File: src/logic/lih_defines.svh
// Constants of the local interrupt handler: register offsets, reset values,
// source positions and timing. Assumes a 100 MHz clock.
`ifndef LIH_DEFINES_SVH
`define LIH_DEFINES_SVH

// ==============================================================
// Register map (byte addresses)
`define LIH_ADDR_W 8
`define LIH_OFS_PEND 8'h00
`define LIH_OFS_ENA 8'h04
`define LIH_OFS_SWSET 8'h08
`define LIH_OFS_VBASE 8'h0C
`define LIH_OFS_LVL0 8'h10
`define LIH_OFS_LVL1 8'h14
`define LIH_OFS_LVL2 8'h18
`define LIH_OFS_LVL3 8'h1C
`define LIH_OFS_CUR 8'h20
`define LIH_WORD_BYTES 4
`define LIH_VBASE_LSB 5

// ==============================================================
// Reset values
`define LIH_ENA_RST 31'h0
`define LIH_LVL_RST 3'h0
`define LIH_VBASE_RST 3'h2
`define LIH_SPUR_VEC 8'h18

// ==============================================================
// Source layout
`define LIH_NSRC 31
`define LIH_NHW_EDGE 16
`define LIH_NEDGE 24
`define LIH_SW_LO 16
`define LIH_IRQ_LO 24
`define LIH_LVL_PER_WORD 8
`define LIH_LVL_STRIDE 4

// ==============================================================
// Timing
`define LIH_CLK_NS 10
`define LIH_ACF_FILT_NS 1000
`define LIH_ACF_FILT_CYC ((`LIH_ACF_FILT_NS + `LIH_CLK_NS - 1) / `LIH_CLK_NS)

`endif

File: src/logic/lih_pkg.sv
// Types of the local interrupt handler.
// Assumes lih_defines.svh is on the include path.
`default_nettype none
`include "lih_defines.svh"

package lih_pkg;

   // ==============================================================
   // Hardware interrupt inputs
   typedef struct packed {
      logic acfail_n;
      logic abort;
      logic sysfail_n;
      logic wpost_err;
      logic ext_in;
      logic vme_ack;
      logic tick1;
      logic tick2;
      logic block_mover_done;
      logic [3:0] shared_signal_bits;
      logic [1:0] loc_mon;
      logic [7:1] vme_irq_n;
   } lih_src_t;

   // ==============================================================
   // Answer to a local acknowledge cycle
   typedef struct packed {
      logic done;
      logic spurious;
      logic [7:0] vector;
   } lih_iack_ans_t;

   // ==============================================================
   // Request to the backplane master for a remote acknowledge
   typedef struct packed {
      logic start;
      logic [2:0] level;
   } lih_vme_iack_t;

   typedef enum logic [1:0] {
      LIH_ST_IDLE = 2'b01,
      LIH_ST_VME = 2'b10
   } lih_state_t;

endpackage : lih_pkg

`default_nettype wire

File: src/logic/lih_edge_det.sv
// Rising-edge detector for a group of asserted-high event lines.
// Assumes inputs synchronous to i_clk.
`timescale 1ns/1ns
`default_nettype none

module lih_edge_det #(
   parameter int WIDTH = 16
) (
   // Clock and reset
   input wire logic i_clk,
   input wire logic i_rst,
   // Levels in, one-cycle pulses out
   input wire logic [WIDTH-1:0] i_level,
   output logic [WIDTH-1:0] o_rise
);

   logic [WIDTH-1:0] prev_reg;
   logic [WIDTH-1:0] prev_next;

   // ==============================================================
   // Edge compare per line
   genvar g;
   generate
      for (g = 0; g < WIDTH; g++)
      begin : g_bit
         assign o_rise[g] = i_level[g] & ~prev_reg[g];
         assign prev_next[g] = i_level[g];
      end
   endgenerate

   always_ff @(posedge i_clk or posedge i_rst)
   begin
      if (i_rst)
      begin
         prev_reg <= '0;
      end
      else
      begin
         prev_reg <= prev_next;
      end
   end

endmodule : lih_edge_det

`default_nettype wire

File: src/logic/lih_top.sv
// Local interrupt handler: latches 24 edge and follows 7 level sources, maps each to a programmable
// local level, drives the encoded request level and answers acknowledges.
// Assumes a register master with one-cycle strobes and a backplane master
// that runs remote acknowledge cycles on request.
//
// Operation
// - 31 sources, each enableable onto any programmable local level.
// - Power-fail line filtered against bus-busy glitch, then edge detected.
// - System-failure line latches an interrupt on its edge.
// - Posted-write bus error latches an interrupt on its edge.
// - Edge IRQ1 source answered with own vector, no remote acknowledge.
// - Acknowledge of our own backplane request latches an edge interrupt.
// - Each tick timer pulse latches its own edge source.
// - Block mover completion latches an edge source.
// - Each of four shared signal bits latches its own edge source.
// - Each of two location-monitor bits latches its own edge source.
// - Eight software sources set directly by register writes.
// - Seven backplane request lines are level sources following the lines.
// - Local source acknowledge returns a vector unique to the source.
// - Edge requests stay pending through acknowledge; software clears them.
// - Backplane source acknowledge runs remote cycle and returns its vector.
// - Prioritised levels and acknowledge follow host request protocol.
`timescale 1ns/1ns
`default_nettype none

module lih_top
   import lih_pkg::*;
(
   // Clock and reset
   input wire logic i_clk,
   input wire logic i_rst,
   // Register port
   input wire logic [`LIH_ADDR_W-1:0] i_addr,
   input wire logic [31:0] i_wdata,
   input wire logic i_wr,
   input wire logic i_rd,
   output logic [31:0] o_rdata,
   // Interrupt sources
   input wire lih_src_t i_src,
   // Host request and acknowledge
   output logic [2:0] o_irq_level,
   input wire logic i_iack_req,
   input wire logic [2:0] i_iack_level,
   output lih_iack_ans_t o_iack,
   // Backplane acknowledge master
   output lih_vme_iack_t o_vme_iack,
   input wire logic i_vme_iack_done,
   input wire logic [7:0] i_vme_iack_vector
);

   localparam logic [6:0] ACF_FILT = 7'(`LIH_ACF_FILT_CYC);

   // ==============================================================
   // Find the lowest-numbered request at a given level
   function automatic logic [5:0] find_src(input logic [30:0] req,
                                           input logic [30:0][2:0] lv,
                                           input logic [2:0] want);
      logic [5:0] res;
      res = 6'h00;
      for (int i = `LIH_NSRC - 1; i >= 0; i--)
      begin
         if (req[i] && (lv[i] == want))
         begin
            res = {1'b1, 5'(i)};
         end
      end
      return res;
   endfunction : find_src

   // ==============================================================
   // Power-fail glitch filter
   logic [6:0] acf_cnt_reg;
   logic [6:0] acf_cnt_next;
   logic acf_ok;

   always_comb
   begin
      // Any high sample restarts the count, which then holds at the limit
      acf_cnt_next = i_src.acfail_n ? 7'h00 : acf_cnt_reg + 7'(!acf_ok);
   end

   // A short low pulse from the busy-line glitch never reaches the count
   assign acf_ok = (acf_cnt_reg == ACF_FILT);

   always_ff @(posedge i_clk or posedge i_rst)
   begin
      if (i_rst)
      begin
         acf_cnt_reg <= 7'h00;
      end
      else
      begin
         acf_cnt_reg <= acf_cnt_next;
      end
   end

   // ==============================================================
   // Edge sources
   logic [`LIH_NHW_EDGE-1:0] hw_level;
   logic [`LIH_NHW_EDGE-1:0] hw_rise;

   assign hw_level = {i_src.loc_mon,
                      i_src.shared_signal_bits,
                      i_src.block_mover_done,
                      i_src.tick2,
                      i_src.tick1,
                      i_src.vme_ack,
                      ~i_src.vme_irq_n[1],
                      i_src.ext_in,
                      i_src.wpost_err,
                      ~i_src.sysfail_n,
                      i_src.abort,
                      acf_ok};

   lih_edge_det #(
      .WIDTH(`LIH_NHW_EDGE)
   ) u_edge (
      .i_clk(i_clk),
      .i_rst(i_rst),
      .i_level(hw_level),
      .o_rise(hw_rise)
   );

   // ==============================================================
   // Register file
   logic [`LIH_NEDGE-1:0] pend_reg;
   logic [`LIH_NEDGE-1:0] pend_next;
   logic [30:0] ena_reg;
   logic [30:0] ena_next;
   logic [30:0][2:0] lvl_reg;
   logic [30:0][2:0] lvl_next;
   logic [2:0] vbase_reg;
   logic [2:0] vbase_next;
   logic [31:0] rdata_reg;
   logic [31:0] rdata_next;
   logic [30:0] status;
   logic [30:0] req;
   logic [2:0] cur_lvl;
   logic [4:0] cur_idx;
   // Level sources are not latched: they follow the lines
   assign status = {~i_src.vme_irq_n, pend_reg};
   assign req = status & ena_reg;

   always_comb
   begin
      logic [`LIH_NEDGE-1:0] clr;
      logic [`LIH_NEDGE-1:0] set;
      logic [`LIH_ADDR_W-1:0] lofs;
      clr = '0;
      set = {8'h00, hw_rise};
      lofs = '0;
      ena_next = ena_reg;
      lvl_next = lvl_reg;
      vbase_next = vbase_reg;
      if (i_wr)
      begin
         // Acknowledge never clears; only a write to the pending word does
         unique case (i_addr)
            `LIH_OFS_PEND: clr = i_wdata[`LIH_NEDGE-1:0];
            `LIH_OFS_SWSET: set[`LIH_NEDGE-1:`LIH_SW_LO] = i_wdata[7:0];
            `LIH_OFS_ENA: ena_next = i_wdata[30:0];
            `LIH_OFS_VBASE: vbase_next = i_wdata[`LIH_VBASE_LSB +: 3];
            default: clr = '0;
         endcase
      end
      for (int i = 0; i < `LIH_NSRC; i++)
      begin
         lofs = `LIH_OFS_LVL0 + `LIH_ADDR_W'((i / `LIH_LVL_PER_WORD) * `LIH_WORD_BYTES);
         if (i_wr && (i_addr == lofs))
         begin
            lvl_next[i] = i_wdata[(i % `LIH_LVL_PER_WORD) * `LIH_LVL_STRIDE +: 3];
         end
      end
      // A new event in the clearing cycle survives
      pend_next = (pend_reg & ~clr) | set;
   end

   always_comb
   begin
      logic [`LIH_ADDR_W-1:0] lofs;
      lofs = '0;
      rdata_next = 32'h0000_0000;
      if (i_rd)
      begin
         unique case (i_addr)
            `LIH_OFS_PEND: rdata_next = {1'b0, status};
            `LIH_OFS_ENA: rdata_next = {1'b0, ena_reg};
            `LIH_OFS_VBASE: rdata_next = 32'(vbase_reg) << `LIH_VBASE_LSB;
            `LIH_OFS_CUR: rdata_next = {24'h000000, cur_idx, cur_lvl};
            default:
            begin
               for (int i = 0; i < `LIH_NSRC; i++)
               begin
                  lofs = `LIH_OFS_LVL0 + `LIH_ADDR_W'((i / `LIH_LVL_PER_WORD) * `LIH_WORD_BYTES);
                  if (i_addr == lofs)
                  begin
                     rdata_next[(i % `LIH_LVL_PER_WORD) * `LIH_LVL_STRIDE +: 3] = lvl_reg[i];
                  end
               end
            end
         endcase
      end
   end

   always_ff @(posedge i_clk or posedge i_rst)
   begin
      if (i_rst)
      begin
         pend_reg <= '0;
         ena_reg <= `LIH_ENA_RST;
         lvl_reg <= {`LIH_NSRC{`LIH_LVL_RST}};
         vbase_reg <= `LIH_VBASE_RST;
         rdata_reg <= 32'h0000_0000;
      end
      else
      begin
         pend_reg <= pend_next;
         ena_reg <= ena_next;
         lvl_reg <= lvl_next;
         vbase_reg <= vbase_next;
         rdata_reg <= rdata_next;
      end
   end

   assign o_rdata = rdata_reg;

   // ==============================================================
   // Priority resolution
   logic [2:0] lvl_out_reg;
   always_comb
   begin
      logic [5:0] f;
      f = 6'h00;
      cur_lvl = 3'h0;
      cur_idx = 5'h00;
      // Level 0 means not routed, so it never requests
      for (int l = 1; l < 8; l++)
      begin
         f = find_src(req, lvl_reg, 3'(l));
         if (f[5])
         begin
            cur_lvl = 3'(l);
            cur_idx = f[4:0];
         end
      end
   end

   always_ff @(posedge i_clk or posedge i_rst)
   begin
      if (i_rst)
      begin
         lvl_out_reg <= 3'h0;
      end
      else
      begin
         lvl_out_reg <= cur_lvl;
      end
   end

   assign o_irq_level = lvl_out_reg;

   // ==============================================================
   // Acknowledge sequencer
   lih_state_t state_reg;
   lih_state_t state_next;
   lih_iack_ans_t ans_reg;
   lih_iack_ans_t ans_next;
   lih_vme_iack_t vme_reg;
   lih_vme_iack_t vme_next;

   always_comb
   begin
      logic [5:0] f;
      f = find_src(req, lvl_reg, i_iack_level);
      state_next = state_reg;
      ans_next = '0;
      vme_next = '0;
      vme_next.level = vme_reg.level;
      unique case (state_reg)
         LIH_ST_IDLE:
         begin
            if (i_iack_req)
            begin
               if (!f[5])
               begin
                  ans_next.done = 1'b1;
                  ans_next.spurious = 1'b1;
                  ans_next.vector = `LIH_SPUR_VEC;
               end
               else if (f[4:0] >= 5'(`LIH_IRQ_LO))
               begin
                  vme_next.start = 1'b1;
                  vme_next.level = 3'(f[4:0] - 5'(`LIH_IRQ_LO - 1));
                  state_next = LIH_ST_VME;
               end
               else
               begin
                  // Includes the edge IRQ1 source: no remote cycle
                  ans_next.done = 1'b1;
                  ans_next.vector = {vbase_reg, f[4:0]};
               end
            end
         end
         LIH_ST_VME:
         begin
            if (i_vme_iack_done)
            begin
               ans_next.done = 1'b1;
               ans_next.vector = i_vme_iack_vector;
               state_next = LIH_ST_IDLE;
            end
         end
      endcase
   end

   always_ff @(posedge i_clk or posedge i_rst)
   begin
      if (i_rst)
      begin
         state_reg <= LIH_ST_IDLE;
         ans_reg <= '0;
         vme_reg <= '0;
      end
      else
      begin
         state_reg <= state_next;
         ans_reg <= ans_next;
         vme_reg <= vme_next;
      end
   end
   assign o_iack = ans_reg;
   assign o_vme_iack = vme_reg;

endmodule : lih_top

`default_nettype wire

File: config.mk
export PLATFORM = sky130hd
export DESIGN_NAME = lih_top
export DESIGN_NICKNAME = d
export VERILOG_FILES = /design/src/logic/lih_pkg.sv /design/src/logic/lih_edge_det.sv /design/src/logic/lih_top.sv
export VERILOG_INCLUDE_DIRS = /design/src /design/src/logic
export SDC_FILE = /design/constraint.sdc
export NUM_CORES = 1
export LEC_CHECK = 0
export ABC_CLOCK_PERIOD_IN_PS = 7700
export BUFFER_PORTS_ARGS = -buffer_cell sky130_fd_sc_hd__buf_2
export CORE_ASPECT_RATIO = 0.75
export CORE_UTILIZATION = 39
export DETAILED_ROUTE_END_ITERATION = 16
export SETUP_SLACK_MARGIN = 0.15
export SLEW_MARGIN = 20
export SYNTH_ARGS = -nofsm -noshare
export SYNTH_HDL_FRONTEND = slang
export SYNTH_SLANG_ARGS = --single-unit
File: constraint.sdc
create_clock -name i_clk -period 7.7 [get_ports i_clk]
set_clock_uncertainty 0.05 [all_clocks]
set_input_delay 0 -clock i_clk [delete_from_list [all_inputs] [get_ports i_clk]]
set_output_delay 0 -clock i_clk [all_outputs]
set_load 0.02 [all_outputs]
# After elaboration in Yosys (flattened, before gate mapping)
# Index checks and enable logic that the tools add are counted.
dict set report classes {
  add_sub_neg 2
  n_lt_le_gt_ge 1
  n_eq_ne 263
  muxes 334
  n_bitwise 39
  n_reduce_logical 259
}
# operator n
set ops {}
lappend ops {{2-to-1 mux 6 bit} 248}
lappend ops {{equality test 3 bit (second input constant)} 124}
lappend ops {{logical AND 1 bit} 252}
lappend ops {{equality test 3 x 2 -> 1 bit (second input constant)} 62}
lappend ops {{2-to-1 mux 3 bit} 37}
lappend ops {{equality test 3 x 1 -> 1 bit (second input constant)} 31}
lappend ops {{equality test 3 bit} 31}
lappend ops {{one-hot mux 3 bit (3 select lines)} 6}
lappend ops {{2-to-1 mux 24 bit} 2}
lappend ops {{2-to-1 mux 8 bit} 5}
lappend ops {{2-to-1 mux 5 bit} 7}
lappend ops {{equality test 8 x 5 -> 1 bit (second input constant)} 4}
lappend ops {{AND 31 bit} 1}
lappend ops {{2-to-1 mux 31 bit} 1}
lappend ops {{AND 24 bit} 1}
lappend ops {{inverter 24 bit} 1}
lappend ops {{OR 24 bit} 1}
lappend ops {{one-hot mux 3 bit (4 select lines)} 2}
lappend ops {{inverter 1 bit} 18}
lappend ops {{AND 1 bit} 16}
lappend ops {{equality test 8 x 4 -> 1 bit (second input constant)} 2}
lappend ops {{2-to-1 mux 4 bit} 4}
lappend ops {{one-hot mux 8 bit (2 select lines)} 1}
lappend ops {{one-hot mux 1 bit (2 select lines)} 6}
lappend ops {{22 further kinds} 35}
dict set report word_totals {
  reg_bits 225
  output_inout_bits 49
}

# Logic depth before layout (Yosys ltp)
# Gate-level depths: netlist (run 1).
dict set report depth {
  depth_word 43
  depth_mapped 15
  ltp_nobuf 12
}

# Cells and area by module
# A second synthesis (run 1) with hierarchy kept.
dict set report unflattened {
  cells_unflattened 1814
  hier_area_um2 16210.5
}
# module instances cells_each area_per_inst_um2
set modules_own_cells {}
lappend modules_own_cells {lih_top 1 1781 15586.2}
lappend modules_own_cells {lih_edge_det 1 33 624.3}

# Least setup slack after synthesis (run 1)
# No wires, ideal clock.
dict set report synth_timing {
  kind {flip-flop to flip-flop}
  start {register lvl_reg[65] (netlist name)}
  end {register vme_reg (netlist bit o_vme_iack[1])}
  setup_ns 0.127
  arrival_time_ns 2.374
  t_required_ns 7.523
  setup_slack_ns 5.149
  path_stages_with_launch 11
  cell_sequence {dfrtp_1 > xor2_2 > nor4_4 > nor3b_1 > a2111oi_1 > o21ai_1 > a21bo_1 > a21oi_2 > o21bai_2 > ha_1 > mux2_1}
}
dict set report synth_between {
  elab_chain_len 26
  word_cells_on_any_way 27
  classes_between {add/sub (1); order compare (1); eq/ne (1); mux (22); reduce/logical (2)}
}
# item line_no
set synth_lines {}
lappend synth_lines {{start, declared} lih_top.sv:130} ;# logic [30:0][2:0] lvl_reg;
lappend synth_lines {{start signal, assigned} lih_top.sv:211} ;# lvl_reg <= {`LIH_NSRC{`LIH_LVL_RST}};
lappend synth_lines {{start signal, assigned} lih_top.sv:219} ;# lvl_reg <= lvl_next;
lappend synth_lines {{equality test 3 bit (*)} lih_top.sv:62} ;# if (req[i] && (lv[i] == want))
lappend synth_lines {{logical AND 1 bit (*)} lih_top.sv:62}
lappend synth_lines {{2-to-1 mux 6 bit (*) (22 in a row)} lih_top.sv:62}
lappend synth_lines {{greater-or-equal comparator 5 bit} lih_top.sv:290} ;# else if (f[4:0] >= 5'(`LIH_IRQ_LO))
lappend synth_lines {{AND reduction 4 bit (no source line)} --}
lappend synth_lines {{end signal, assigned} lih_top.sv:328} ;# vme_reg <= vme_next;
lappend synth_lines {{end, declared} lih_top.sv:268} ;# lih_vme_iack_t vme_reg;
# Mark *: on every way between the ends. The rest lies on a longest branch, timed or not.
# A chain may end at the register's enable or synchronous reset.

# Worst setup path after layout (run 1)
dict set report layout_timing {
  start {register lvl_reg[80] (netlist name)}
  end {register rdata_reg[0], in the netlist o_rdata[0]}
}
dict set report layout_between {
  elab_chain_len 38
  word_cells_on_any_way 212
  classes_between {eq/ne (7); mux (198); reduce/logical (7)}
}
# item line_no
set layout_lines {}
lappend layout_lines {{equality test 3 x 1 -> 1 bit} lih_top.sv:62}
lappend layout_lines {{logical AND 1 bit} lih_top.sv:62}
lappend layout_lines {{2-to-1 mux 6 bit (27 in a row)} lih_top.sv:62}
lappend layout_lines {{2-to-1 mux 1 bit} lih_top.sv:240} ;# if (f[5])
lappend layout_lines {{2-to-1 mux 3 bit (5 in a row)} lih_top.sv:240}
lappend layout_lines {{2-to-1 mux 3 bit (*)} lih_top.sv:240}
lappend layout_lines {{one-hot mux 3 bit (4 select lines) (*)} lih_top.sv:185} ;# unique case (i_addr)
lappend layout_lines {{2-to-1 mux 31 bit (*)} lih_top.sv:183} ;# if (i_rd)
lappend layout_lines {{net rdata_next[0]} lih_top.sv:135} ;# logic [31:0] rdata_next;
lappend layout_lines {{end signal, assigned} lih_top.sv:221} ;# rdata_reg <= rdata_next;
lappend layout_lines {{end, declared} lih_top.sv:134} ;# logic [31:0] rdata_reg;
# Mark *: on every way through the listed nets, which the timed path passes. The rest lies on a longest branch.

==> results of run 1 <==
path summary, 6_finish.rpt:
kind | to | slack [ps] | cells after the start
worst min-delay path | pend_reg[22]$_DFF_PP0_ | 20 | 5
max in group asynchronous | o_rdata[4]$_DFF_PP0_ | 5970 | 4
worst max-delay path | o_rdata[0]$_DFF_PP0_ | 3800 | 10
worst max register to register | o_rdata[0]$_DFF_PP0_ | 3800 | 10
min in group asynchronous | lvl_reg[21]$_DFFE_PP0P_ | 80 | 3
worst min register to register | pend_reg[2]$_DFF_PP0_ | 370 | 1
synthesized netlist by cell type (35+ instances only):
cell        n
a21oi_1    58
a22o_1     42
nor2_1    196
inv_1      39
xor2_1     64
a22oi_1    38
mux2_2    127
buf_2      35
clkbuf_1   42
nand3_1    67
nand2b_1   69
nand2_1   127
dfrtp_1   222
nor3_1     72
o22ai_1    89
o21ai_0    44
or2_2      37
nand3b_1   52
power by group through the flow:
stage / combinational [uW] / clock (uW) / sequential, uW
after floorplan: 241 / 0 / 1320
after global placement: 347 / 0 / 1370
after detailed placement: 354 / 0 / 1380
after CTS: 404 / 1280 / 1350
after global routing: 446 / 1320 / 1370
final: 417 / 1260 / 1370
metal layers:
layer,GRT usage,share of wire
met3,0.122,0.13
met1,0.573,0.46
met2,0.496,0.38
met5,0,0.00015
met4,0.117,0.035
repair_timing:
action,4_1_cts,5_1_grt
hold buffers,82,0
endpoints found under the hold margin,348,0
endpoints found under the setup margin,0,0
logic make-up (layout without fill, tap and decap cells):
family	after synthesis	after routing	synth area share
flip-flops	224	224	0.344
adder cells (fa/ha/maj)	5	5	0.00384
other	1	3	0.000230
buffers and inverters	139	305	0.0417
AO/OA/AOI/OAI	432	432	0.188
AND/OR/NAND/NOR	818	818	0.276
XOR/XNOR	99	99	0.0546
multiplexers	132	132	0.0913
worst register-to-register path, cell delays in order (launching register included):
cell           delay, ps
dfrtp_1              750
nand3b_1             310
o22ai_4              130
nor4b_1              800
and3_4               330
a311oi_4             150
o21a_1               200
o21ai_1              220
a21oi_1              110
o21a_1               180
dlygate4sd3_1        540
layout make-up:
cell class                      instances  share of cell area
Inverter                               39             0.00839
Clock buffer                           31              0.0357
Multi-Input combinational cell       1487               0.531
Tap cell                              561              0.0371
Clock inverter                         13             0.00925
Antenna cell                            2            0.000264
Timing Repair Buffer                  222              0.0823
Sequential cell                       224               0.296
per-stage QoR:
stage	utilization	instance area (um2)	hold WS, ps
2_1_floorplan	-	16300	-18.6
3_3_place_gp	0.421	17300	71.9
3_5_place_dp	0.421	17300	74.2
4_1_cts	0.462	18900	0.283
5_1_grt	0.462	18900	35.5
6_report	0.462	18900	22.9
==> results.sh, run 1 <==
export IMPL_hold_path_class="in -> reg"
export IMPL_grt_ovfl_total=0
export IMPL_p_int_uw=2140
export IMPL_hp_start="i_addr[0]"
export IMPL_dp_cells=2451
export IMPL_final_cell_mix="222 x dfrtp_1, 193 x nor2_1, 127 x mux2_2"
export IMPL_synth_seq_cells=224
export IMPL_dpl_hpwl_um=63300
export IMPL_path_clk_slew_ps=60
export IMPL_antenna_found_initial=6
export IMPL_yosys_top_cells_area="dfrtp_1 34%, mux2_2 8.8%, nor2_1 4.5%"
export IMPL_drtPass1Iterations=6
export IMPL_fmax_ghz=0.256
export IMPL_path_delay_family="simple AND/OR/NAND/NOR gates"
export IMPL_seq_area_um2=5610
export IMPL_cp_end_kind="register"
export IMPL_p_per_area_nw_per_um2=161
export IMPL_synth_largest_area_cell="dfrtp_1"
export IMPL_p_seq_frac=0.449
export IMPL_pre_cts_ws_ps=4100
export IMPL_final_cells=2579
export IMPL_clock_latency_ps=580
export IMPL_slowest_delay_ps=800
export IMPL_drt_iter0_drc=2391
export IMPL_synth_edf_count=0
export IMPL_htree_levels=1
export IMPL_rr_startpoint="lvl_reg[80]$_DFFE_PP0P_"
export IMPL_grt_max_degree=153
export IMPL_gp_congestion=1.06
export IMPL_cts_root_buf="clkbuf_16"
export IMPL_io_pins=128
export IMPL_dieArea_um2=42600
export IMPL_ctsResizeCount=0
export IMPL_drive_above_1_share=0.198
export IMPL_crit_path_max_fanout=7
export IMPL_portBuffers=125
export IMPL_drv_cap=0
export IMPL_vias_per_cell=6.53
export IMPL_crit_chain="nand3b_1, o22ai_4, nor4b_1, and3_4, a311oi_4, o21a_1, o21ai_1, a21oi_1, o21a_1, dlygate4sd3_1"
export IMPL_yosys_area_top_type_share=0.341
export IMPL_antenna_left=0
export IMPL_synth_avg_cell_area_um2=8.81
export IMPL_setup_viol=0
export IMPL_critPathKind="reg -> reg"
export IMPL_die_y_um=179
export IMPL_worst_path_buf_inv=1
export IMPL_final_period_utilization=0.507
export IMPL_core_um2=41000
export IMPL_finalCriticalPeriod_ps=3900
export IMPL_area_delta_synth_final_pct=16.2
export IMPL_syn_inst=1850
export IMPL_hold_viol_final=0
export IMPL_finalPower_uw=3050
export IMPL_outcome="finished, final reports clean"
export IMPL_cts_tree="done"
export IMPL_async_flop_share=1.00
export IMPL_syn_cell_area_um2=16300
export IMPL_syn_nets=1934
export IMPL_cp_slowest_cell="nor4b_1"
export IMPL_nets=2082
export IMPL_leakage_uw=0.00789
export IMPL_final_setup_tns_ps=0
export IMPL_worstMarginPinSlew_ps=1090
export IMPL_ys_seq_area_frac=0.344
export IMPL_comb_power_share=0.137
export IMPL_worst_path_most_repeated_cell="o21a_1"
export IMPL_synthFlopType="dfrtp_1"
export IMPL_drc_errors=0
export IMPL_clock_sinks=224
export IMPL_ys_warn_count=0
export IMPL_multi_input_area_um2=10100
export IMPL_cts_setup_buffers=0
export IMPL_grt_usage=0.378
export IMPL_relSlewSlack=0.275
export IMPL_fp_dieW_um=238
export IMPL_finalWirelength_um=81200
export IMPL_vias=16800
export IMPL_rows=64
export IMPL_fillerInstances=4068
export IMPL_start_kind="register"
export IMPL_rsz0062_at_grt="no"
export IMPL_largest_reg_flops=93
export IMPL_grt_pass1_vias=15400
export IMPL_power_frac_clock=0.414
export IMPL_cp_arrival_ps=4300
export IMPL_max_clock_path_buffers=3
export IMPL_setup_ws_ps=3800
export IMPL_start_util=0.397
export IMPL_layout_commonest_cell="dfrtp_1"
export IMPL_grt_pass1_wl_um=114000
export IMPL_swShare=0.296
export IMPL_routedWlPerCell_um=31.5
export IMPL_synth_distinct_cells=103
export IMPL_power_switching_uw=902
export IMPL_cp_data_required_time_ps=8100
export IMPL_startpoint="lvl_reg[80]$_DFFE_PP0P_"
export IMPL_max_vdd_ir_drop_v=0.000204
export IMPL_cts_buffers=24
export IMPL_drv_slew=0
No activity file was read; power rests on OpenSTA's default activity.
==> run 2: changes to the inputs <==
--- a/config.mk
+++ b/config.mk
@@ -6,7 +6,8 @@
 export SDC_FILE = /design/constraint.sdc
 export NUM_CORES = 1
 export LEC_CHECK = 0
-export ABC_CLOCK_PERIOD_IN_PS = 7700
+export ABC_AREA = 1
+export ABC_CLOCK_PERIOD_IN_PS = 3900
 export BUFFER_PORTS_ARGS = -buffer_cell sky130_fd_sc_hd__buf_2
 export CORE_ASPECT_RATIO = 0.75
 export CORE_UTILIZATION = 39
==> constraint.sdc (replaced) <==
create_clock -name i_clk -period 3.9 [get_ports i_clk]
set_clock_uncertainty 0.05 [all_clocks]
set_input_delay 0 -clock i_clk [delete_from_list [all_inputs] [get_ports i_clk]]
set_output_delay 0 -clock i_clk [all_outputs]
set_load 0.02 [all_outputs]
==> results.sh, run 2 <==
export IMPL_outcome="finished, final reports clean"
export IMPL_drive_above_1_share=0.115
export IMPL_antenna_found_initial=2
export IMPL_cp_end_kind="register"
export IMPL_finalCriticalPeriod_ps=3620
export IMPL_drv_cap=0
export IMPL_fp_dieW_um=235
export IMPL_largest_reg_flops=93
export IMPL_synth_edf_count=0
export IMPL_power_switching_uw=1860
export IMPL_setup_viol=0
export IMPL_ys_warn_count=0
export IMPL_final_cell_mix="648 x nand2_1, 466 x inv_1, 435 x nor2_1"
export IMPL_rsz0062_at_grt="yes"
export IMPL_grt_ovfl_total=0
export IMPL_layout_commonest_cell="nand2_1"
export IMPL_gp_congestion=1.00
export IMPL_leakage_uw=0.00910
export IMPL_crit_path_max_fanout=4
export IMPL_grt_pass1_vias=16600
export IMPL_hp_start="i_wdata[14]"
export IMPL_r2r_setup_slack_ps=280
export IMPL_cp_slowest_cell="dfrtp_1"
export IMPL_clock_sinks=224
export IMPL_area_delta_synth_final_pct=20.9
export IMPL_async_flop_share=1.00
export IMPL_synth_largest_area_cell="dfrtp_1"
export IMPL_htree_levels=1
export IMPL_final_period_utilization=0.928
export IMPL_start_util=0.399
export IMPL_vias=18200
export IMPL_start_kind="register"
export IMPL_rr_endpoint="o_rdata[3]$_DFF_PP0_"
export IMPL_yosys_top_cells_area="dfrtp_1 35%, nand2_1 16%, inv_1 11%"
export IMPL_io_pins=128
export IMPL_fillerInstances=4171
export IMPL_fmax_ghz=0.276
export IMPL_power_frac_clock=0.424
export IMPL_rows=63
export IMPL_vias_per_cell=5.48
export IMPL_grt_max_degree=138
export IMPL_syn_nets=2630
export IMPL_path_clk_slew_ps=60
export IMPL_cts_root_buf="clkbuf_16"
export IMPL_startpoint="ena_reg[27]$_DFFE_PP0P_"
export IMPL_nets=2857
export IMPL_hold_viol_final=0
export IMPL_worstMarginPinSlew_ps=1060
export IMPL_finalWirelength_um=76700
export IMPL_drc_errors=0
export IMPL_drv_slew=0
export IMPL_synthFlopType="dfrtp_1"
export IMPL_yosysMostFrequentCell="nand2_1"
export IMPL_antenna_left=0
export IMPL_yosys_top_cells_count="658 x nand2_1, 468 x inv_1, 441 x nor2_1"
export IMPL_routedWlPerCell_um=23.2
export IMPL_p_per_area_nw_per_um2=319
export IMPL_max_clock_path_buffers=3
export IMPL_die_y_um=177
export IMPL_portBuffers=125
export IMPL_grt_pass1_wl_um=111000
export IMPL_syn_cell_area_um2=15900
export IMPL_synth_seq_cells=224
export IMPL_cp_data_required_time_ps=4330
export IMPL_syn_inst=2546
export IMPL_dieArea_um2=41600
export IMPL_cp_arrival_ps=4050
export IMPL_grt_usage=0.366
export IMPL_final_util=0.482
export IMPL_relSlewSlack=0.289
export IMPL_clock_latency_ps=570
export IMPL_crit_end="o_rdata[3]$_DFF_PP0_"
export IMPL_hold_path_class="in -> reg"
export IMPL_swShare=0.303
export IMPL_rr_startpoint="ena_reg[27]$_DFFE_PP0P_"
export IMPL_drtPass1Iterations=6
export IMPL_core_um2=39900
export IMPL_slowest_delay_ps=330
export IMPL_synth_avg_cell_area_um2=6.25
export IMPL_p_int_uw=4280
export IMPL_yosys_area_top_type_share=0.349
export IMPL_cts_buffers=27
export IMPL_p_seq_frac=0.419
export IMPL_dpl_hpwl_um=60700
export IMPL_max_vdd_ir_drop_v=0.000377
export IMPL_comb_power_share=0.157
export IMPL_r2r_cells=35
export IMPL_cts_tree="done"
export IMPL_synth_distinct_cells=56
export IMPL_final_setup_tns_ps=0
export IMPL_ys_seq_area_frac=0.353
export IMPL_drt_iter0_drc=2386
export IMPL_worst_path_most_repeated_cell="nand2_1"
export IMPL_critPathKind="reg -> reg"
[run 2: changes by cell type after synthesis, sizes merged, moves of 32 or more]
cell | before | now
o21ai | 52 | 246
xor2 | 67 | 12
inv | 39 | 495
o22ai | 91 | 27
mux2 | 130 | 4
buf | 54 | 20
a22o | 42 | 10
nand2b | 69 | 0
nand2 | 127 | 661
nor4 | 44 | 11
a22oi | 38 | 0
nand3b | 54 | 0
or2 | 43 | 1
nor2 | 196 | 446
[run 2: area by class of cell]
type | count | area (um2) | share of cell area
antenna | 2 | 5.00 | 0.000260
sequential | 224 | 5620 | 0.292
clock inverter | 17 | 189 | 0.00983
clock buffer | 31 | 711 | 0.0370
inverter | 497 | 1870 | 0.0972
timing repair buffer | 272 | 1970 | 0.102
multi-input combinational | 1751 | 8210 | 0.427
tap | 520 | 651 | 0.0338
[run 2: power groups by stage]
stage	Sequential [uW]	Combinational [uW]	Clock [uW]
after floorplan	2630	430	0
after global placement	2600	827	0
after detailed placement	2610	832	0
after CTS	2570	918	2610
after global routing	2590	1040	2690
final	2580	963	2600
[run 2: metal layers]
metal,up-vias,GRT usage,routed length (um)
li1,8494,-,-
met1,8669,0.544,35500
met2,906,0.532,30900
met3,101,0.0752,8060
met4,0,0.103,2310
met5,-,0,0
[run 2: stage by stage]
stage               cells  setup slack (ps)  total power [uW]  cell area (um2)  hold slack, ps
floorplan            2546               857              3060            15900           -18.6
global placement     3178               307              3430            17300            73.7
detailed placement   3178               329              3440            17300            76.2
CTS                  3305               323              6090            19000            1.87
global route         3312              57.0              6320            19200            20.1
finish               3314               282              6140            19200            13.7
[run 2: cells by family after synthesis]
kind of cell	Yosys count	share of synthesized area
AOI/OAI and AO/OA	494	0.187
xor gates and xnor gates	19	0.0105
adders and majority gates	5	0.00393
buffers and inverters	571	0.138
DFF	224	0.353
muxes	4	0.00283
other	1	0.000236
and+or+nand+nor	1228	0.305
[run 2: worst min-delay path by stage]
stage | end | slack (ps) | cells after the start
after floorplan | u_edge.prev_reg[10]$_DFF_PP0_ | -20 | 0
after global placement | u_edge.prev_reg[4]$_DFF_PP0_ | 70 | 1
after detailed placement | u_edge.prev_reg[15]$_DFF_PP0_ | 80 | 1
after CTS | ena_reg[17]$_DFFE_PP0P_ | 2 | 3
after global routing | lvl_reg[59]$_DFFE_PP0P_ | 20 | 3
final | lvl_reg[59]$_DFFE_PP0P_ | 10 | 3
[run 2: timing repair]
item | 4_1_cts | 5_1_grt
hold buffers | 79 | 0
endpoints found under the hold margin | 339 | 0
setup endpoints to repair | 0 | 5
resized for setup | 0 | 33
buffers inserted | 0 | 7
[run 2: critical path, delay by kind of cell (launching register included)]
family | cells | cell delay [ps]
AOI/OAI and AO/OA | 3 | 490
buffers and inverters | 2 | 190
DFF | 1 | 330
and+or+nand+nor | 30 | 2460
==> run 3: changes to the inputs <==
--- a/config.mk
+++ b/config.mk
@@ -8,7 +8,7 @@
 export LEC_CHECK = 0
 export ABC_AREA = 1
 export ABC_CLOCK_PERIOD_IN_PS = 3900
-export BUFFER_PORTS_ARGS = -buffer_cell sky130_fd_sc_hd__buf_2
+export BUFFER_PORTS_ARGS = -buffer_cell sky130_fd_sc_hd__buf_4
 export CORE_ASPECT_RATIO = 0.75
 export CORE_UTILIZATION = 39
 export DETAILED_ROUTE_END_ITERATION = 16
==> results.sh, run 3 (synthesis results as in run 2) <==
export IMPL_crit_path_max_fanout=3
export IMPL_setup_viol=0
export IMPL_crit_chain="nand2_1, nor2_1, inv_1, nor2_1, nor4_1, buf_4, nand2_1, nor2_1, a21oi_1, inv_1, a21oi_1, a221oi_1, o221ai_1, a21oi_1, or2_1, a311oi_1, buf_4"
export IMPL_largest_reg_flops=93
export IMPL_dp_cells=3166
export IMPL_dpl_hpwl_um=56800
export IMPL_finalCriticalPeriod_ps=3640
export IMPL_nets=2858
export IMPL_holdPathEnd="o_rdata[15]$_DFF_PP0_"
export IMPL_final_setup_tns_ps=0
export IMPL_grt_max_degree=119
export IMPL_grt_pass1_wl_um=107000
export IMPL_routedWlPerCell_um=22.0
export IMPL_antenna_left=0
export IMPL_grt_pass1_vias=16700
export IMPL_drv_cap=0
export IMPL_hold_path_class="in -> reg"
export IMPL_path_clk_slew_ps=70
export IMPL_hp_start="i_addr[6]"
export IMPL_htree_levels=1
export IMPL_dieArea_um2=41600
export IMPL_slowest_delay_ps=540
export IMPL_finalWirelength_um=72900
export IMPL_final_cell_mix="653 x nand2_1, 465 x inv_1, 436 x nor2_1"
export IMPL_cts_tree="done"
export IMPL_rsz0062_at_grt="yes"
export IMPL_cts_root_buf="clkbuf_16"
export IMPL_fillerInstances=4125
export IMPL_area_delta_synth_final_pct=22.9
export IMPL_path_delay_family="simple AND/OR/NAND/NOR gates"
export IMPL_drt_iter0_drc=2565
export IMPL_fmax_ghz=0.275
export IMPL_start_util=0.399
export IMPL_portBuffers=125
export IMPL_clock_latency_ps=570
export IMPL_hold_depth=8
export IMPL_cp_end_kind="register"
export IMPL_io_pins=128
export IMPL_die_y_um=177
export IMPL_gp_congestion=1.07
export IMPL_holdWs_ps=32.7
export IMPL_final_cells=3316
export IMPL_critPathKind="reg -> reg"
export IMPL_r2r_cells=17
export IMPL_start_kind="register"
export IMPL_p_per_area_nw_per_um2=320
export IMPL_leakage_uw=0.00916
export IMPL_cp_arrival_ps=4050
export IMPL_cp_data_required_time_ps=4310
export IMPL_fp_dieW_um=235
export IMPL_cts_buffers=26
export IMPL_grt_ovfl_total=0
export IMPL_clock_sinks=224
export IMPL_startpoint="ena_reg[7]$_DFFE_PP0P_"
export IMPL_core_um2=39900
export IMPL_rr_endpoint="o_rdata[5]$_DFF_PP0_"
export IMPL_worst_path_buf_inv=4
export IMPL_finalPower_uw=6250
export IMPL_worstMarginPinSlew_ps=1130
export IMPL_vias=18300
export IMPL_drc_errors=0
export IMPL_relSlewSlack=0.247
export IMPL_drive_above_1_share=0.111
export IMPL_drtPass1Iterations=6
export IMPL_vias_per_cell=5.51
export IMPL_hold_viol_final=0
export IMPL_cp_depth=17
export IMPL_drv_slew=0
export IMPL_final_period_utilization=0.933
export IMPL_max_clock_path_buffers=3
export IMPL_grt_usage=0.348
export IMPL_r2r_setup_slack_ps=260
export IMPL_rr_startpoint="ena_reg[7]$_DFFE_PP0P_"
export IMPL_layout_commonest_cell="nand2_1"
export IMPL_rows=63
export IMPL_cp_slowest_cell="nor4_1"
export IMPL_max_vdd_ir_drop_v=0.000313
export IMPL_antenna_found_initial=0
export IMPL_outcome="finished, final reports clean"
run 3: cell count changes in the layout (fill, tap and decap cells not counted), sizes merged:
cell         change
clkinv           -3
clkinvlp         -2
clkbuf           +5
dlygate4sd3      +7
buf              -5
run 3: layout make-up:
type / instances / area, um2 / area share
flip-flops and latches: 224 / 5620 / 0.287
clock inverters: 12 / 176 / 0.00902
repair buffers: 274 / 2300 / 0.117
well taps: 520 / 651 / 0.0333
multi-input cells: 1751 / 8190 / 0.419
clock buffers: 36 / 748 / 0.0383
inverters: 497 / 1870 / 0.0956
diodes: 2 / 5.00 / 0.000256
run 3: metal layers:
metal,vias up,wire (um),share of wire,global-route usage
li1,8494,-,-,-
met1,8619,32300,0.44,0.507
met2,1046,29500,0.41,0.505
met3,107,9360,0.13,0.0950
met4,0,1750,0.024,0.0863
met5,-,0,0,0
run 3: what timing repair did:
item,in CTS,in global routing
gates resized for setup,0,28
endpoints found under the setup margin,0,7
endpoints found under the hold margin,409,0
setup buffers,0,14
hold buffers,86,0
run 3: worst max path at each step:
stage                                           end  slack, ps
after floorplan           o_vme_iack[2]$_DFFE_PP0P_        860
after global placement    o_vme_iack[2]$_DFFE_PP0P_        340
after detailed placement  o_vme_iack[2]$_DFFE_PP0P_        340
after CTS                      o_rdata[0]$_DFF_PP0_        320
after global routing      o_vme_iack[1]$_DFFE_PP0P_         50
final                          o_rdata[5]$_DFF_PP0_        260
run 3: stage by stage:
step                area, um2  setup slack [ps]  utilization
finish                  19600               262        0.490
global route            19500              54.2        0.490
CTS                     19400               322        0.485
detailed placement      17600               337        0.440
global placement        17600               338        0.440
floorplan               15900               857            -
run 3: report_power, final:
group | leakage, uW | switching [uW] | internal (uW)
registers | 0.00294 | 119 | 2460
clock network | 0.000447 | 1120 | 1550
logic | 0.00577 | 636 | 358
total | 0.00916 | 1880 | 4370
run 3: worst min-delay path, stage by stage:
cell     delay [ps]
buf_4            90
nor3_1           50
inv_1            70
nor2_1           50
inv_1           110
nor2_2           90
nand2_1          60
a21oi_1          80
